### src/shared/tsfc_defines.vh
// Offsets, field positions, vectors and limits of the task state fault checker.
`ifndef TSFC_DEFINES_VH
`define TSFC_DEFINES_VH
// ****************************************************************
// Register byte offsets
// ****************************************************************
`define TSFC_OFS_CTRL 8'h00
`define TSFC_OFS_TSSSEL 8'h04
`define TSFC_OFS_TSSFLG 8'h08
`define TSFC_OFS_LDTSEL 8'h0C
`define TSFC_OFS_SSSEL 8'h10
`define TSFC_OFS_CSSEL 8'h14
`define TSFC_OFS_DSSEL 8'h18
`define TSFC_OFS_STATUS 8'h1C
`define TSFC_OFS_ERRCODE 8'h20
`define TSFC_OFS_TASKREG 8'h24
// ****************************************************************
// Control fields
// ****************************************************************
`define TSFC_CTRL_GO 0
`define TSFC_CTRL_OP_LO 1
`define TSFC_CTRL_OP_HI 3
`define TSFC_CTRL_EXT 4
`define TSFC_CTRL_LONG 5
`define TSFC_CTRL_PRIOR_CON 6
`define TSFC_CTRL_PRIOR_PF 7
`define TSFC_CTRL_CPL_LO 8
`define TSFC_CTRL_CPL_HI 9
`define TSFC_CTRL_TSS32 10
`define TSFC_CTRL_COPROC 11
`define TSFC_CTRL_RST 32'h0000_0400
// ****************************************************************
// Operation codes
// ****************************************************************
`define TSFC_OP_INTERRUPT_RETURN_INSTR 3'h0
`define TSFC_OP_JMP 3'h1
`define TSFC_OP_CALL 3'h2
`define TSFC_OP_EXC 3'h3
`define TSFC_OP_LTR 3'h4
`define TSFC_OP_PRIV 3'h5
// ****************************************************************
// Task state descriptor flag positions
// ****************************************************************
`define TSFC_F_SELBEY 0
`define TSFC_F_BUSY 1
`define TSFC_F_BLFAULT 2
`define TSFC_F_BLNULL 3
`define TSFC_F_BLNOTBUSY 4
`define TSFC_F_BEYOND 5
`define TSFC_F_NEWNW 6
`define TSFC_F_OLDSTORE 7
`define TSFC_F_OLDNW 8
`define TSFC_F_BLNW 9
`define TSFC_F_NOTAVAIL 10
`define TSFC_F_UPBEYOND 11
`define TSFC_F_UPBADTYPE 12
`define TSFC_F_NONCANON 13
`define TSFC_F_IS16 14
`define TSFC_F_STKLIM 15
`define TSFC_F_STKCANON 16
`define TSFC_F_LDTBAD 17
// ****************************************************************
// Segment selector register fields
// ****************************************************************
`define TSFC_S_DPL_LO 16
`define TSFC_S_DPL_HI 17
`define TSFC_S_BEYOND 18
`define TSFC_S_F1 19
`define TSFC_S_F2 20
`define TSFC_KIND_SS 2'h0
`define TSFC_KIND_CS 2'h1
`define TSFC_KIND_DS 2'h2
// ****************************************************************
// Vectors and limits
// ****************************************************************
`define TSFC_VEC_NONE 8'h00
`define TSFC_VEC_OVERRUN 8'h09
`define TSFC_VEC_TS 8'h0A
`define TSFC_VEC_GP 8'h0D
`define TSFC_LIM32 16'h0067
`define TSFC_LIM16 16'h002C
`endif

### src/rtl/tsfc_top.v
// Task state fault checker with its APB register file.
`timescale 1ns/1ps
`default_nettype none
`include "tsfc_defines.vh"
module tsfc_top (
  input wire pclk,
  input wire presetn,
  input wire psel,
  input wire penable,
  input wire pwrite,
  input wire [7:0] paddr,
  input wire [31:0] pwdata,
  output reg [31:0] prdata,
  output wire pready,
  output wire pslverr,
  output reg fault_pulse,
  output reg [7:0] fault_vector,
  output reg double_fault
);
  // ****************************************************************
  // Register file
  // ****************************************************************
  localparam ST_IDLE = 2'h0;
  localparam ST_PRE = 2'h1;
  localparam ST_POST = 2'h2;
  localparam ST_DONE = 2'h3;

  reg [1:0] state_q;
  reg [31:0] ctrl_q;
  reg [31:0] tsssel_q;
  reg [17:0] tssflg_q;
  reg [15:0] ldtsel_q;
  reg [20:0] sssel_q;
  reg [20:0] cssel_q;
  reg [20:0] dssel_q;
  reg [15:0] errcode_q;
  reg [15:0] taskreg_q;
  reg link_q;
  reg [3:0] loaded_q;
  reg [3:0] checked_q;
  reg fault_q;
  reg ctx_new_q;
  reg ip_new_q;
  reg errv_q;
  reg commit_q;
  reg done_q;
  reg pwdata_coproc_q;

  wire wr_en = psel & penable & pwrite;
  wire rd_ok;
  wire go = wr_en & (paddr == `TSFC_OFS_CTRL) & pwdata[`TSFC_CTRL_GO] &
    (state_q == ST_IDLE);

  assign pready = 1'b1;
  assign rd_ok = (paddr == `TSFC_OFS_CTRL) | (paddr == `TSFC_OFS_TSSSEL) |
    (paddr == `TSFC_OFS_TSSFLG) | (paddr == `TSFC_OFS_LDTSEL) |
    (paddr == `TSFC_OFS_SSSEL) | (paddr == `TSFC_OFS_CSSEL) |
    (paddr == `TSFC_OFS_DSSEL) | (paddr == `TSFC_OFS_STATUS) |
    (paddr == `TSFC_OFS_ERRCODE) | (paddr == `TSFC_OFS_TASKREG);
  assign pslverr = psel & penable & ~rd_ok;

  // Inputs are frozen while a check runs so an operation sees one snapshot.
  always @(posedge pclk or negedge presetn) begin
    if (!presetn) begin
      ctrl_q <= `TSFC_CTRL_RST;
      tsssel_q <= 32'h0000_0000;
      tssflg_q <= 18'h00000;
      ldtsel_q <= 16'h0000;
      sssel_q <= 21'h000000;
      cssel_q <= 21'h000000;
      dssel_q <= 21'h000000;
    end else if (wr_en && state_q == ST_IDLE) begin
      case (paddr)
        `TSFC_OFS_CTRL: ctrl_q <= {pwdata[31:1], 1'b0};
        `TSFC_OFS_TSSSEL: tsssel_q <= pwdata;
        `TSFC_OFS_TSSFLG: tssflg_q <= pwdata[17:0];
        `TSFC_OFS_LDTSEL: ldtsel_q <= pwdata[15:0];
        `TSFC_OFS_SSSEL: sssel_q <= pwdata[20:0];
        `TSFC_OFS_CSSEL: cssel_q <= pwdata[20:0];
        `TSFC_OFS_DSSEL: dssel_q <= pwdata[20:0];
        default: ctrl_q <= ctrl_q;
      endcase
    end
  end

  always @* begin
    case (paddr)
      `TSFC_OFS_CTRL: prdata = ctrl_q;
      `TSFC_OFS_TSSSEL: prdata = tsssel_q;
      `TSFC_OFS_TSSFLG: prdata = {14'h0000, tssflg_q};
      `TSFC_OFS_LDTSEL: prdata = {16'h0000, ldtsel_q};
      `TSFC_OFS_SSSEL: prdata = {11'h000, sssel_q};
      `TSFC_OFS_CSSEL: prdata = {11'h000, cssel_q};
      `TSFC_OFS_DSSEL: prdata = {11'h000, dssel_q};
      `TSFC_OFS_STATUS: prdata = {8'h00, checked_q, loaded_q, fault_vector,
        commit_q, errv_q, double_fault, ip_new_q, ctx_new_q, fault_q,
        done_q, (state_q != ST_IDLE)};
      `TSFC_OFS_ERRCODE: prdata = {16'h0000, errcode_q};
      `TSFC_OFS_TASKREG: prdata = {15'h0000, link_q, taskreg_q};
      default: prdata = 32'h0000_0000;
    endcase
  end

  // ****************************************************************
  // Operation decode
  // ****************************************************************
  wire [2:0] op = ctrl_q[`TSFC_CTRL_OP_HI:`TSFC_CTRL_OP_LO];
  wire lm = ctrl_q[`TSFC_CTRL_LONG];
  wire [1:0] current_privilege_level = ctrl_q[`TSFC_CTRL_CPL_HI:`TSFC_CTRL_CPL_LO];
  wire [15:0] tsel = tsssel_q[15:0];
  wire [15:0] tlim = tsssel_q[31:16];
  wire t_null = (tsel[15:2] == 14'h0000);
  wire t_ti = tsel[2];
  wire is_interrupt_return_instr = (op == `TSFC_OP_INTERRUPT_RETURN_INSTR);
  wire is_jmp = (op == `TSFC_OP_JMP);
  wire is_call = (op == `TSFC_OP_CALL) | (op == `TSFC_OP_EXC);
  wire is_sw = is_interrupt_return_instr | is_jmp | is_call;
  wire is_ltr = (op == `TSFC_OP_LTR);
  wire is_priv = (op == `TSFC_OP_PRIV);
  wire [17:0] f = tssflg_q;

  // ****************************************************************
  // Ordered pre-commit checks
  // ****************************************************************
  wire [23:0] pre_fail;
  wire pre_any;
  assign pre_fail[0] = is_sw & (ctrl_q[`TSFC_CTRL_TSS32] ?
    (tlim < `TSFC_LIM32) : (tlim < `TSFC_LIM16));
  assign pre_fail[1] = is_interrupt_return_instr & t_ti;
  assign pre_fail[2] = is_interrupt_return_instr & f[`TSFC_F_SELBEY];
  assign pre_fail[3] = is_interrupt_return_instr & ~f[`TSFC_F_BUSY];
  assign pre_fail[4] = is_interrupt_return_instr & f[`TSFC_F_BLFAULT];
  assign pre_fail[5] = is_interrupt_return_instr & f[`TSFC_F_BLNULL];
  assign pre_fail[6] = is_interrupt_return_instr & f[`TSFC_F_BLNOTBUSY];
  assign pre_fail[7] = is_sw & f[`TSFC_F_BEYOND];
  assign pre_fail[8] = is_sw & f[`TSFC_F_NEWNW];
  assign pre_fail[9] = is_sw & f[`TSFC_F_OLDSTORE];
  assign pre_fail[10] = (is_jmp | is_interrupt_return_instr) & f[`TSFC_F_OLDNW];
  assign pre_fail[11] = is_call & f[`TSFC_F_BLNW];
  // An interrupt return resumes a busy task, so the lock checks skip it.
  assign pre_fail[12] = (is_jmp | is_call) & t_null;
  assign pre_fail[13] = (is_jmp | is_call) & t_ti;
  assign pre_fail[14] = (is_jmp | is_call) & f[`TSFC_F_NOTAVAIL];
  assign pre_fail[15] = is_ltr & t_null;
  assign pre_fail[16] = is_ltr & t_ti;
  assign pre_fail[17] = is_ltr & (f[`TSFC_F_BEYOND] |
    (lm & f[`TSFC_F_UPBEYOND]));
  assign pre_fail[18] = is_ltr & f[`TSFC_F_NOTAVAIL];
  assign pre_fail[19] = is_ltr & lm & f[`TSFC_F_IS16];
  assign pre_fail[20] = is_ltr & lm & f[`TSFC_F_UPBADTYPE];
  assign pre_fail[21] = is_ltr & lm & f[`TSFC_F_NONCANON];
  assign pre_fail[22] = is_priv & f[`TSFC_F_STKLIM];
  assign pre_fail[23] = is_priv & lm & f[`TSFC_F_STKCANON];

  tsfc_first #(.N(24), .W(5)) u_pre (
    .fail(pre_fail),
    .any(pre_any),
    .idx()
  );

  // ****************************************************************
  // Post-commit selector checks
  // ****************************************************************
  wire [62:0] segs = {dssel_q, cssel_q, sssel_q};
  wire [3:0] post_fail;
  wire post_any;
  wire [1:0] post_idx;
  assign post_fail[0] = f[`TSFC_F_LDTBAD];
  genvar g;
  generate
    for (g = 0; g < 3; g = g + 1) begin : g_seg
      wire [1:0] kind_w = (g == 0) ? `TSFC_KIND_SS :
        (g == 1) ? `TSFC_KIND_CS : `TSFC_KIND_DS;
      tsfc_sel_chk u_chk (
        .kind(kind_w),
        .seg(segs[21*g+20:21*g]),
        .current_privilege_level(current_privilege_level),
        .fail(post_fail[g+1])
      );
    end
  endgenerate

  tsfc_first #(.N(4), .W(2)) u_post (
    .fail(post_fail),
    .any(post_any),
    .idx(post_idx)
  );

  reg [15:0] post_sel;
  reg [3:0] post_chk;
  always @* begin
    case (post_idx)
      2'h0: post_sel = ldtsel_q;
      2'h1: post_sel = sssel_q[15:0];
      2'h2: post_sel = cssel_q[15:0];
      default: post_sel = dssel_q[15:0];
    endcase
    // Checks past the first failure are left undone on purpose.
    case (post_idx)
      2'h0: post_chk = 4'h1;
      2'h1: post_chk = 4'h3;
      2'h2: post_chk = 4'h7;
      default: post_chk = 4'hF;
    endcase
  end

  wire external_event_flag = ctrl_q[`TSFC_CTRL_EXT];
  wire nest = ctrl_q[`TSFC_CTRL_PRIOR_CON] | ctrl_q[`TSFC_CTRL_PRIOR_PF];

  // ****************************************************************
  // Sequencer
  // ****************************************************************
  always @(posedge pclk or negedge presetn) begin
    if (!presetn) begin
      state_q <= ST_IDLE;
      errcode_q <= 16'h0000;
      taskreg_q <= 16'h0000;
      link_q <= 1'b0;
      loaded_q <= 4'h0;
      checked_q <= 4'h0;
      fault_q <= 1'b0;
      ctx_new_q <= 1'b0;
      ip_new_q <= 1'b0;
      errv_q <= 1'b0;
      commit_q <= 1'b0;
      done_q <= 1'b0;
      fault_pulse <= 1'b0;
      fault_vector <= `TSFC_VEC_NONE;
      double_fault <= 1'b0;
    end else begin
      fault_pulse <= 1'b0;
      case (state_q)
        ST_IDLE: begin
          if (go) begin
            state_q <= ST_PRE;
            done_q <= 1'b0;
            fault_q <= 1'b0;
            ctx_new_q <= 1'b0;
            ip_new_q <= 1'b0;
            errv_q <= 1'b0;
            commit_q <= 1'b0;
            double_fault <= 1'b0;
            checked_q <= 4'h0;
            loaded_q <= 4'h0;
            fault_vector <= `TSFC_VEC_NONE;
          end
        end
        ST_PRE: begin
          if (pwdata_coproc_q) begin
            // Vector 9 is retired; the overrun goes out as protection.
            fault_q <= 1'b1;
            fault_pulse <= 1'b1;
            fault_vector <= `TSFC_VEC_GP;
            errv_q <= 1'b1;
            errcode_q <= 16'h0000;
            double_fault <= nest;
            state_q <= ST_DONE;
          end else if (pre_any) begin
            // Nothing has been written yet, so the old task owns it.
            fault_q <= 1'b1;
            fault_pulse <= 1'b1;
            fault_vector <= `TSFC_VEC_TS;
            errv_q <= (`TSFC_VEC_TS != `TSFC_VEC_OVERRUN);
            errcode_q <= {tsel[15:2], 1'b0, external_event_flag};
            ctx_new_q <= 1'b0;
            ip_new_q <= 1'b0;
            double_fault <= nest;
            state_q <= ST_DONE;
          end else if (is_sw) begin
            // Commit: task register, link and every segment load in the same cycle.
            taskreg_q <= tsel;
            link_q <= is_call;
            commit_q <= 1'b1;
            loaded_q <= 4'hF;
            state_q <= ST_POST;
          end else begin
            if (is_ltr) begin
              taskreg_q <= tsel;
            end
            state_q <= ST_DONE;
          end
        end
        ST_POST: begin
          if (post_any) begin
            fault_q <= 1'b1;
            fault_pulse <= 1'b1;
            fault_vector <= `TSFC_VEC_TS;
            errv_q <= 1'b1;
            errcode_q <= {post_sel[15:2], 1'b0, external_event_flag};
            ctx_new_q <= 1'b1;
            ip_new_q <= 1'b1;
            double_fault <= nest;
            checked_q <= post_chk;
          end else begin
            checked_q <= 4'hF;
          end
          state_q <= ST_DONE;
        end
        ST_DONE: begin
          done_q <= 1'b1;
          state_q <= ST_IDLE;
        end
        default: state_q <= ST_IDLE;
      endcase
    end
  end

  // The overrun request is latched with go so a later control write
  // cannot change the outcome of a running operation.
  always @(posedge pclk or negedge presetn) begin
    if (!presetn) begin
      pwdata_coproc_q <= 1'b0;
    end else if (go) begin
      pwdata_coproc_q <= pwdata[`TSFC_CTRL_COPROC];
    end
  end
endmodule // tsfc_top
`default_nettype wire

### src/rtl/tsfc_first.v
// First-set picker over an ordered vector of check failures.
`timescale 1ns/1ps
`default_nettype none
module tsfc_first #(
  parameter N = 24,
  parameter W = 5
) (
  input wire [N-1:0] fail,
  output reg any,
  output reg [W-1:0] idx
);
  integer i;
  always @* begin
    any = 1'b0;
    idx = {W{1'b0}};
    // Scan from the top down so the lowest index, checked first, wins.
    for (i = N - 1; i >= 0; i = i - 1) begin
      if (fail[i]) begin
        any = 1'b1;
        idx = i[W-1:0];
      end
    end
  end
endmodule // tsfc_first
`default_nettype wire

### src/rtl/tsfc_sel_chk.v
// Validity check of one stack, code or data selector loaded from a task.
`timescale 1ns/1ps
`default_nettype none
`include "tsfc_defines.vh"
module tsfc_sel_chk (
  input wire [1:0] kind,
  input wire [20:0] seg,
  input wire [1:0] current_privilege_level,
  output reg fail
);
  wire [1:0] descriptor_privilege_level = seg[`TSFC_S_DPL_HI:`TSFC_S_DPL_LO];
  wire [1:0] requested_privilege_level = seg[1:0];
  wire null_sel = (seg[15:2] == 14'h0000);
  wire beyond = seg[`TSFC_S_BEYOND];
  wire f1 = seg[`TSFC_S_F1];
  wire f2 = seg[`TSFC_S_F2];
  always @* begin
    case (kind)
      `TSFC_KIND_SS: fail = beyond | null_sel | ~f1 | ~f2 |
        (descriptor_privilege_level != current_privilege_level) | (requested_privilege_level != current_privilege_level);
      `TSFC_KIND_CS: fail = beyond | null_sel | ~f1 |
        (~f2 & (descriptor_privilege_level != current_privilege_level)) | (f2 & (descriptor_privilege_level > current_privilege_level));
      `TSFC_KIND_DS: fail = beyond | ~f1 |
        (f2 & ((requested_privilege_level > descriptor_privilege_level) | (current_privilege_level > descriptor_privilege_level)));
      default: fail = 1'b0;
    endcase
  end
endmodule // tsfc_sel_chk
`default_nettype wire

### config.mk
export PLATFORM = sky130hd
export DESIGN_NAME = tsfc_top
export DESIGN_NICKNAME = d
export VERILOG_FILES = /design/src/rtl/tsfc_top.v /design/src/rtl/tsfc_first.v /design/src/rtl/tsfc_sel_chk.v
export VERILOG_INCLUDE_DIRS = /design/src /design/src/shared
export SDC_FILE = /design/constraint.sdc
export NUM_CORES = 1
export LEC_CHECK = 0
export BUFFER_PORTS_ARGS = -buffer_cell sky130_fd_sc_hd__buf_2
export CORE_MARGIN = 3
export CORE_UTILIZATION = 45
export CTS_CLUSTER_SIZE = 28
export DETAILED_ROUTE_END_ITERATION = 7
export PLACE_DENSITY = 0.7
export SETUP_SLACK_MARGIN = 0.1
export SYNTH_ARGS = -nofsm -noshare
export SYNTH_HDL_FRONTEND = slang
export SYNTH_HIERARCHICAL = 1
export SYNTH_SLANG_ARGS = --single-unit
### constraint.sdc
create_clock -name pclk -period 8.65 [get_ports pclk]
set_input_delay 1.73 -clock pclk [delete_from_list [all_inputs] [get_ports pclk]]
set_output_delay 1.73 -clock pclk [all_outputs]
set_load 0.01 [all_outputs]
Yosys cells after proc, flatten, opt, wreduce, memory -nomap -nowiden
Index checks and enable logic that the tools add are counted.

word-level totals
  bits in registers = 218
  output and inout port bits = 44
  word-level logic and storage cells = 237

operators by class
  $lt $le $gt $ge = 5
  equality and inequality tests = 29
  muxes and demuxes = 80
  bitwise logic cells = 72
  reductions and logical operators = 30

operator list
  operator                                                                       number
  32-bit one-hot mux with 10 select lines                                        1
  16-bit 2-to-1 mux                                                              5
  16-bit one-hot mux with 3 select lines                                         1
  1-bit 2-to-1 mux                                                               47
  14-bit logical NOT                                                             3
  1-bit AND                                                                      36
  8-bit by 5-bit equality test with 1-bit output, second input constant          4
  8-bit 2-to-1 mux                                                               4
  16-bit one-hot mux with 2 select lines                                         1
  1-bit bitwise OR                                                               27
  8-bit one-hot mux with 3 select lines                                          1
  4-bit 2-to-1 mux                                                               5
  2-bit AND reduction                                                            9
  8-bit by 4-bit equality test with 1-bit output, second input constant          2
  8-bit by 6-bit equality test with 1-bit output, second input constant          2
  16-bit by 6-bit less-than comparator with 1-bit output, second input constant  1
  16-bit by 7-bit less-than comparator with 1-bit output, second input constant  1
  4-bit one-hot mux with 2 select lines                                          2
  2-bit inequality test, second input constant                                   6
  4-bit one-hot mux with 3 select lines                                          1
  4-bit AND reduction                                                            3
  2-bit nonzero test                                                             6
  2-bit 2-to-1 mux                                                               5
  5-bit AND reduction                                                            2
  19 further kinds                                                               41

Logic depth before layout (Yosys ltp)
Gate-level depths: netlist of run 1.

  depth after elaboration = 30
  gate-level depth with buffers = 13

Cells and area by module
The synthesis of run 1 kept the hierarchy.

modules (own cells, without submodules)
  module                times used  cells each  area each (um2)
  tsfc_top              1           863         10709.0
  tsfc_sel_chk          3           30          216.5
  tsfc_first at u_pre   1           47          291.5
  tsfc_first at u_post  1           7           35.0

Worst setup path after synthesis of run 1
No wires, ideal clock.

  kind = input port to output port
  from = input port paddr[4]
  to = output port prdata[18]
  arrival time = 3282 ps
  path slack = 3638 ps
  stages = 7
  buffers on the path = 3
  cells stage by stage = buf_2 -> or4_4 -> buf_6 -> nor2_1 -> buf_2 -> a32oi_1 -> o21ai_0

between the ends
  longest elaborated chain between the ends = 2
  elaborated cells between the ends (all ways) = 11
  classes of those cells = 9 x eq/ne; 1 x mux; 1 x reduce/logical

RTL lines
  what                                                                    RTL line       source
  start: declaration                                                      tsfc_top.v:11  input wire [7:0] paddr,
  8-bit by 6-bit equality test with 1-bit output (tied with other cells)  tsfc_top.v:87  case (paddr)
  32-bit one-hot mux with 10 select lines (*)                             tsfc_top.v:87
  end: declaration                                                        tsfc_top.v:13  output reg [31:0] prdata,

Mark *: on every way between the ends. The rest lies on a longest branch, timed or not.

Final worst setup path of run 1
  from = input port paddr[3]
  to = output port prdata[16]

Same word-level chain as after synthesis.

==> results of run 1 <==
==> critical path: cells and delay by family <==
kind,cells,cell delay [ps]
compound gates,2,490
simple gates,2,1930
buf+inv,2,590
==> area by class of cell <==
type | instances | area share, %
clock buffer | 34 | 5.32
clock inverter | 4 | 0.407
inverter | 22 | 0.640
multi-input combinational | 693 | 46.2
sequential | 207 | 40.1
tap | 324 | 3.14
timing repair buffer | 98 | 4.16
==> stage by stage <==
step	hold WS [ps]	std cells	setup slack, ps	area [µm²]	total power [mW]
global placement	487	1344	2300	12200	1.23
global route	522	1382	2080	12900	2.26
finish	508	1382	2150	12900	2.19
CTS	506	1382	2200	12900	2.20
floorplan	460	989	3640	11500	1.15
detailed placement	494	1344	2220	12200	1.24
==> report_power, final <==
part / leakage, nW / total [mW] / switching [mW] / internal [mW]
clock: 0.366 / 0.970 / 0.395 / 0.576
sequential: 2.84 / 1.04 / 0.0342 / 1.01
combinational: 2.96 / 0.182 / 0.113 / 0.0683
total: 6.16 / 2.19 / 0.542 / 1.65
==> per-layer routing <==
layer | part of all wire (%) | routed length [µm] | global-route usage (%)
met1 | 42 | 14700 | 35.4
met2 | 44 | 15400 | 37.8
met3 | 10 | 3480 | 6.24
met4 | 3.7 | 1300 | 7.88
met5 | 0.029 | 10 | 0
==> cells in the final DEF (no fill, tap or decap), drive strengths merged, types with 3 or more instances in the layout <==
master,instances
dfrtp,206
mux2,194
buf,97
nor2,48
nand2,46
a21oi,35
clkbuf,35
a22oi,25
mux2i,25
nor4,25
o21ai,24
inv,24
mux4,23
nor2b,20
nor3b,20
a22o,20
conb,20
nor3,18
nand3,17
ha,16
and2,14
a32oi,8
o211ai,8
nand4,6
nand2b,6
xor2,6
a221oi,5
o22ai,5
nor4b,5
a211o,4
and3,4
a2bb2oi,4
o2111ai,4
or4,4
a2111oi,3
a41o,3
or4b,3
==> final timing paths <==
kind                                 start           end  slack (ps)  depth (start not counted)
worst max-delay path              paddr[3]    prdata[16]        2150                          6
max in group asynchronous          presetn  ldtsel_q[15]        6130                          2
worst min-delay path            ctrl_q[13]    ctrl_q[13]         510                          1
worst min register to register  ctrl_q[13]    ctrl_q[13]         510                          1
min in group asynchronous          presetn  checked_q[2]        1200                          1
worst max register to register   ctrl_q[3]  taskreg_q[1]        4460                          8
==> registers in the layout, summed over array words and instances (netlist names) <==
register and flops:
cssel_q 21, ldtsel_q 16, loaded_q 1, sssel_q 21, errcode_q 15, link_q 1
tsssel_q 32, state_q 2, taskreg_q 16, fault_pulse 1, checked_q 4, double_fault 1
ctrl_q 31, f 18, ip_new_q 1, fault_vector 3, done_q 1, dssel_q 21
pwdata_coproc_q 1
==> results_dict.tcl, run 1 <==
set metrics [dict create \
    grt_max_degree 72 \
    gp_congestion 0.962 \
    crit_type "input pin to output port" \
    coreArea_mm2 0.0247 \
    worstPathArrival_ps 4770 \
    cts.sinks 207 \
    hold_path.class "flop to flop" \
    drive_gt1_share_pct 34.6 \
    grt_usage_pct 24.9 \
    syn_area_mm2 0.0115 \
    syn_to_final_growth_pct 12.6 \
    clk_latency_ps 530 \
    final_antenna_net_count 0 \
    multi_input_area_mm2 0.00597 \
    grt_pass1_vias 8725 \
    cts-resized-gates 0 \
    crit_path_end_kind "output port" \
    fillerInstances 2165 \
    fin_nets 1106 \
    peakVddDrop_mv 0.110 \
    cap_viol_max_count 0 \
    setup_violations 0 \
    antenna_found_initial 1 \
    wl_per_cell_um 25.2 \
    post-cts-setup-buffer-count 0 \
    worst_pin_slew_ps 1310 \
    drc_errors 0 \
    drv_slew 0 \
    synth_cells 971 \
    grt_pass1_wl_mm 54.1 \
    n_antenna_cell 0 \
    die_y_um 166 \
    avgSynthCellArea_um2 11.8 \
    h-tree-depth 1 \
    die_w_um 166 \
    cts_buffers 23 \
    postCtsHoldBufs 0 \
    clkTransAtPathRegs_ps 60 \
    powerDensity_mw_per_mm2 170 \
    overflow 0 \
    path_max_fanout 40 \
    leakage_nw 6.16 \
    yosysWarnings 6 \
    drt_iter0_drc 847 \
    num_io_pins 89 \
    cpPeakStageDelay_ps 1070 \
    tritoncts "built" \
    start_util_pct 46.5 \
    grt_setup_unrepaired "no" \
    core.rowCount 57 \
    finClkSkew_ps 20.3 \
    hold_violations 0 \
    routed_wl_mm 34.9 \
    setup-tns-final_ps 0 \
    dp_hpwl_mm 24.4 \
    cp_slowest_cell "nor2_1" \
    fin_crit_sh_pct 75.1 \
    run_status "finished clean" \
    die_area_mm2 0.0274 \
    port_buffers 83 \
    avgViaCountPerCell 6.37 \
    worstPathRequired_ps 6920 \
    slew_headroom_pct 12.1 \
    regArea_mm2 0.00518 \
    vias 8810 \
    cts_root_buf "clkbuf_16" \
    fmax_mhz 154 \
    cp_cell_sequence "buf_2 -> or4_1 -> nor2_1 -> a222oi_1 -> o21ai_0 -> buf_2" \
    period_needed_ps 6500 \
    clock_path_buffers 3 \
    crit_top_cell "buf_2" \
    utilization_pct 52.3 \
    dr.pass1.iters 7 \
    worstSetupStartpointType "input pin" \
]
(Power assumes the default switching activity.)
==> run 2, diff against run 1 <==
clock period = 6.5 ns   (was 8.65 ns; I/O delays follow)
==> results_dict.tcl, run 2 (synthesis results as in run 1) <==
set metrics [dict create \
    worstPathArrival_ps 3960 \
    grt_pass1_wl_mm 55.7 \
    syn_to_final_growth_pct 13.9 \
    period_needed_ps 5260 \
    slew_headroom_pct 15.7 \
    avgViaCountPerCell 6.35 \
    hold_violations 0 \
    worstHoldStart "ctrl_q[15]" \
    final_antenna_net_count 0 \
    fillerInstances 2179 \
    gp_congestion 0.954 \
    overflow 0 \
    core.rowCount 57 \
    worstPathRequired_ps 5200 \
    vias 8839 \
    start_util_pct 46.5 \
    grt_usage_pct 26.1 \
    h-tree-depth 1 \
    crit_top_cell "buf_2" \
    tritoncts "built" \
    peakVddDrop_mv 0.173 \
    wl_per_cell_um 26.3 \
    fin_nets 1111 \
    crit_type "input pin to output port" \
    placed_cells 1348 \
    r2r_setup_slack_ps 2430 \
    die_y_um 166 \
    clock_path_buffers 3 \
    drive_gt1_share_pct 35.2 \
    cpPeakStageDelay_ps 870 \
    die_w_um 166 \
    setup-tns-final_ps 0 \
    multi_input_area_mm2 0.00597 \
    finClkSkew_ps 36.9 \
    whs_endpoint "ctrl_q[15]" \
    path_max_fanout 28 \
    routed-wl-met2_mm 16.2 \
    post-cts-setup-buffer-count 0 \
    grt_pass1_vias 8802 \
    n_antenna_cell 0 \
    r2r_start "ctrl_q[1]" \
    fmax_mhz 190 \
    fin_cells 1391 \
    setup_violations 0 \
    cp_cell_sequence "buf_2 -> or4b_1 -> nor3_2 -> a22oi_1 -> o21ai_0 -> buf_2" \
    powerDensity_mw_per_mm2 235 \
    cts_buffers 24 \
    coreArea_mm2 0.0247 \
    port_buffers 83 \
    dr.pass1.iters 5 \
    r2r_cells 8 \
    postCtsHoldBufs 0 \
    cts-resized-gates 0 \
    leakage_nw 6.23 \
    worst_pin_slew_ps 1250 \
    finalPower_mw 3.07 \
    regArea_mm2 0.00518 \
    die_area_mm2 0.0274 \
    cts.sinks 207 \
    clk_latency_ps 540 \
    cp_slowest_cell "nor3_2" \
    run_status "finished clean" \
    fin_crit_sh_pct 81.0 \
    routedLengthMet1_mm 15.4 \
    clkTransAtPathRegs_ps 50 \
    regMostFlops "tsssel_q" \
    layout_commonest_cell "dfrtp_1" \
    cap_viol_max_count 0 \
    drv_slew 0 \
    crit_start "paddr[4]" \
    most-common-layout-cells "dfrtp_1 (206), mux2_2 (173), buf_2 (82), nand2_1 (46), nor2_1 (44)" \
    crit_path_end_kind "output port" \
    dr.max_layer_used "met5" \
    antenna_found_initial 1 \
    drc_errors 0 \
    cts_root_buf "clkbuf_16" \
    drt_iter0_drc 938 \
    num_io_pins 89 \
    rr_endpoint "taskreg_q[15]" \
    routed_wl_mm 36.5 \
    largest_reg_flops 32 \
    worstSetupStartpointType "input pin" \
    grt_setup_unrepaired "no" \
    top_regs "tsssel_q: 32 flops, ctrl_q: 31 flops" \
    dr_wl_met3_mm 3.41 \
    hold_path.class "flop to flop" \
    min_path_cells 1 \
    grt_max_degree 110 \
    dp_hpwl_mm 25.0 \
]
==> run 2: cell types whose count changed in the layout (fill, tap and decap cells not counted), sizes merged <==
cell	delta
clkinv	+1
bufinv	+1
buf	+4
clkbuf	+3
inv	-2
clkinvlp	+2
==> run 2: area by class of cell <==
class	count	area share (%)
multi-input combinational	693	45.7
clock buffer	37	5.83
tap	324	3.11
clock inverter	6	0.652
inverter	22	0.633
sequential	207	39.7
timing repair buffer	102	4.34
==> run 2: critical path: cells and delay by family <==
family                 cells  cell delay, ps
AOI/OAI and AO/OA          2             380
buffers and inverters      2             670
and+or+nand+nor            2            1600
==> run 2: where the power goes <==
part           leakage (nW)  total (mW)  switching (mW)  internal (mW)
clock network         0.413        1.43           0.555          0.880
logic                  2.98       0.246           0.155         0.0912
registers              2.84        1.39          0.0466           1.34
total                  6.23        3.07           0.756           2.31
==> run 2: per-stage QoR <==
stage | util (%) | instance area (µm²) | worst slack (ps) | hold WS, ps
3_3_place_gp | 49.5 | 12200 | 1310 | 487
6_report | 52.9 | 13100 | 1240 | 506
3_5_place_dp | 49.5 | 12200 | 1310 | 491
5_1_grt | 52.9 | 13100 | 1170 | 521
2_1_floorplan | - | 11500 | 2350 | 460
4_1_cts | 52.9 | 13100 | 1300 | 509
==> run 2: worst max-delay path by stage <==
stage,endpoint,slack [ps],cells past startpoint
floorplan,prdata[18],2350,7
global placement,prdata[6],1310,6
detailed placement,prdata[6],1310,6
CTS,prdata[6],1300,6
global route,prdata[6],1170,6
finish,prdata[6],1240,6
==> run 2: per-layer routing <==
layer / up-vias / track usage [%]
li1: 3794 / -
met1: 4507 / 36.5
met2: 444 / 39.8
met3: 92 / 5.86
met4: 2 / 10.1
met5: - / 0
==> run 3, diff against run 2 <==
PLACE_DENSITY = 0.72   (was 0.7)
clock period = 4.4 ns   (was 6.5 ns; I/O delays follow)
==> results_dict.tcl, run 3 (synthesis results as in run 1) <==
set metrics [dict create \
    syn_to_final_growth_pct 14.8 \
    combPwrFrac_pct 8.3 \
    period_needed_ps 3840 \
    dp_hpwl_mm 25.2 \
    rr_endpoint "taskreg_q[15]" \
    fin_cells 1411 \
    grt_usage_pct 25.2 \
    worstPathArrival_ps 2960 \
    seqPwrFrac_pct 46.6 \
    die_area_mm2 0.0274 \
    regMostFlops "tsssel_q" \
    overflow 0 \
    die_y_um 166 \
    layout_commonest_cell "dfrtp_1" \
    drv_slew 0 \
    fmax_mhz 260 \
    start_util_pct 46.5 \
    r2r_start "ctrl_q[1]" \
    grt_setup_unrepaired "no" \
    worstSetupStartpointType "input pin" \
    p_sw_share_pct 25.0 \
    h-tree-depth 1 \
    dr.pass1.iters 6 \
    grt_pass1_vias 8854 \
    clock_path_buffers 3 \
    cts-resized-gates 0 \
    coreArea_mm2 0.0247 \
    setup-tns-final_ps 0 \
    switching_power_mw 1.10 \
    drive_gt1_share_pct 36.3 \
    powerDensity_mw_per_mm2 335 \
    largest_reg_flops 32 \
    clkTransAtPathRegs_ps 60 \
    pwr-share-clk_pct 45.1 \
    die_w_um 166 \
    most-common-layout-cells "dfrtp_1 (206), mux2_2 (173), buf_2 (82), nand2_1 (46), nor2_1 (44)" \
    slew_headroom_pct 39.4 \
    avgViaCountPerCell 6.33 \
    worstPathRequired_ps 3520 \
    gp_congestion 0.994 \
    p_int_mw 3.30 \
    grt_max_degree 109 \
    hold_violations 0 \
    fin_nets 1130 \
    worst_pin_slew_ps 909 \
    finClkSkew_ps 8.49 \
    crit_start "paddr[4]" \
    postCtsHoldBufs 0 \
    top_regs "tsssel_q: 32 flops, ctrl_q: 31 flops" \
    cts.sinks 207 \
    hold_path.class "input pin to asynchronous set/reset pin" \
    final_antenna_net_count 0 \
    leakage_nw 6.31 \
    fin_crit_sh_pct 87.3 \
    vias 8934 \
    antenna_found_initial 2 \
    cap_viol_max_count 0 \
    port_buffers 83 \
    placed_cells 1367 \
    cts_root_buf "clkbuf_16" \
    post-cts-setup-buffer-count 0 \
    setup_slack_ps 560 \
    drt_iter0_drc 1037 \
    r2r_cells 9 \
    setup_violations 0 \
    num_io_pins 89 \
    drc_errors 0 \
    grt_pass1_wl_mm 54.6 \
    wl_per_cell_um 25.1 \
    tritoncts "built" \
    core.rowCount 57 \
    crit_type "input pin to output port" \
    crit_path_end_kind "output port" \
    endpoint "prdata[10]" \
    cts_buffers 24 \
    peakVddDrop_mv 0.299 \
    path_max_fanout 20 \
    routed_wl_mm 35.4 \
    r2r_setup_slack_ps 810 \
    run_status "finished clean" \
    clk_latency_ps 520 \
    preCtsSetupSlack_ps 649 \
]
## run 3: critical path, stage by stage
cell and delay [ps]:
buf_2 170, buf_4 250, nor4b_1 710, nand2_1 280
o22a_1 290, o211ai_1 170, buf_2 200
## run 3: metal layers
| layer | vias to the layer above | track usage (%) | wire length [µm] |
|---|---|---|---|
| met2 | 538 | 38.1 | 15400 |
| met5 | - | 0 | 13 |
| met3 | 123 | 6.12 | 3750 |
| li1 | 3828 | - | - |
| met1 | 4443 | 35.7 | 14600 |
| met4 | 2 | 8.90 | 1590 |
## run 3: final cells by class
type                    instances  area (µm²)
diodes                          1        2.50
clock buffers                  34         709
clock inverters                 9        86.3
fillers                      2136       11500
inverters                      22        82.6
multi-input cells             693        5960
flip-flops and latches        207        5180
well taps                     324         405
repair buffers                121         734
## run 3: power groups by stage
stage | logic, mW | clock network [mW] | registers, mW
floorplan | 0.214 | 0 | 2.05
global placement | 0.350 | 0 | 2.08
detailed placement | 0.360 | 0 | 2.09
CTS | 0.361 | 2.02 | 2.05
global route | 0.400 | 2.10 | 2.06
finish | 0.365 | 1.99 | 2.06
## run 3: worst min-delay path by stage
stage / end
final: ctrl_q[24]
after global routing: taskreg_q[6]
after CTS: taskreg_q[7]
after detailed placement: taskreg_q[6]
after global placement: taskreg_q[3]
after floorplan: done_q
## run 3: per-stage QoR
step	utilization (%)	instance area (µm²)	hold WS, ps	total power [mW]
floorplan	-	11500	460	2.27
global placement	50.1	12400	485	2.43
detailed placement	50.1	12400	495	2.45
CTS	53.3	13200	507	4.43
global route	53.3	13200	515	4.56
finish	53.3	13200	479	4.41
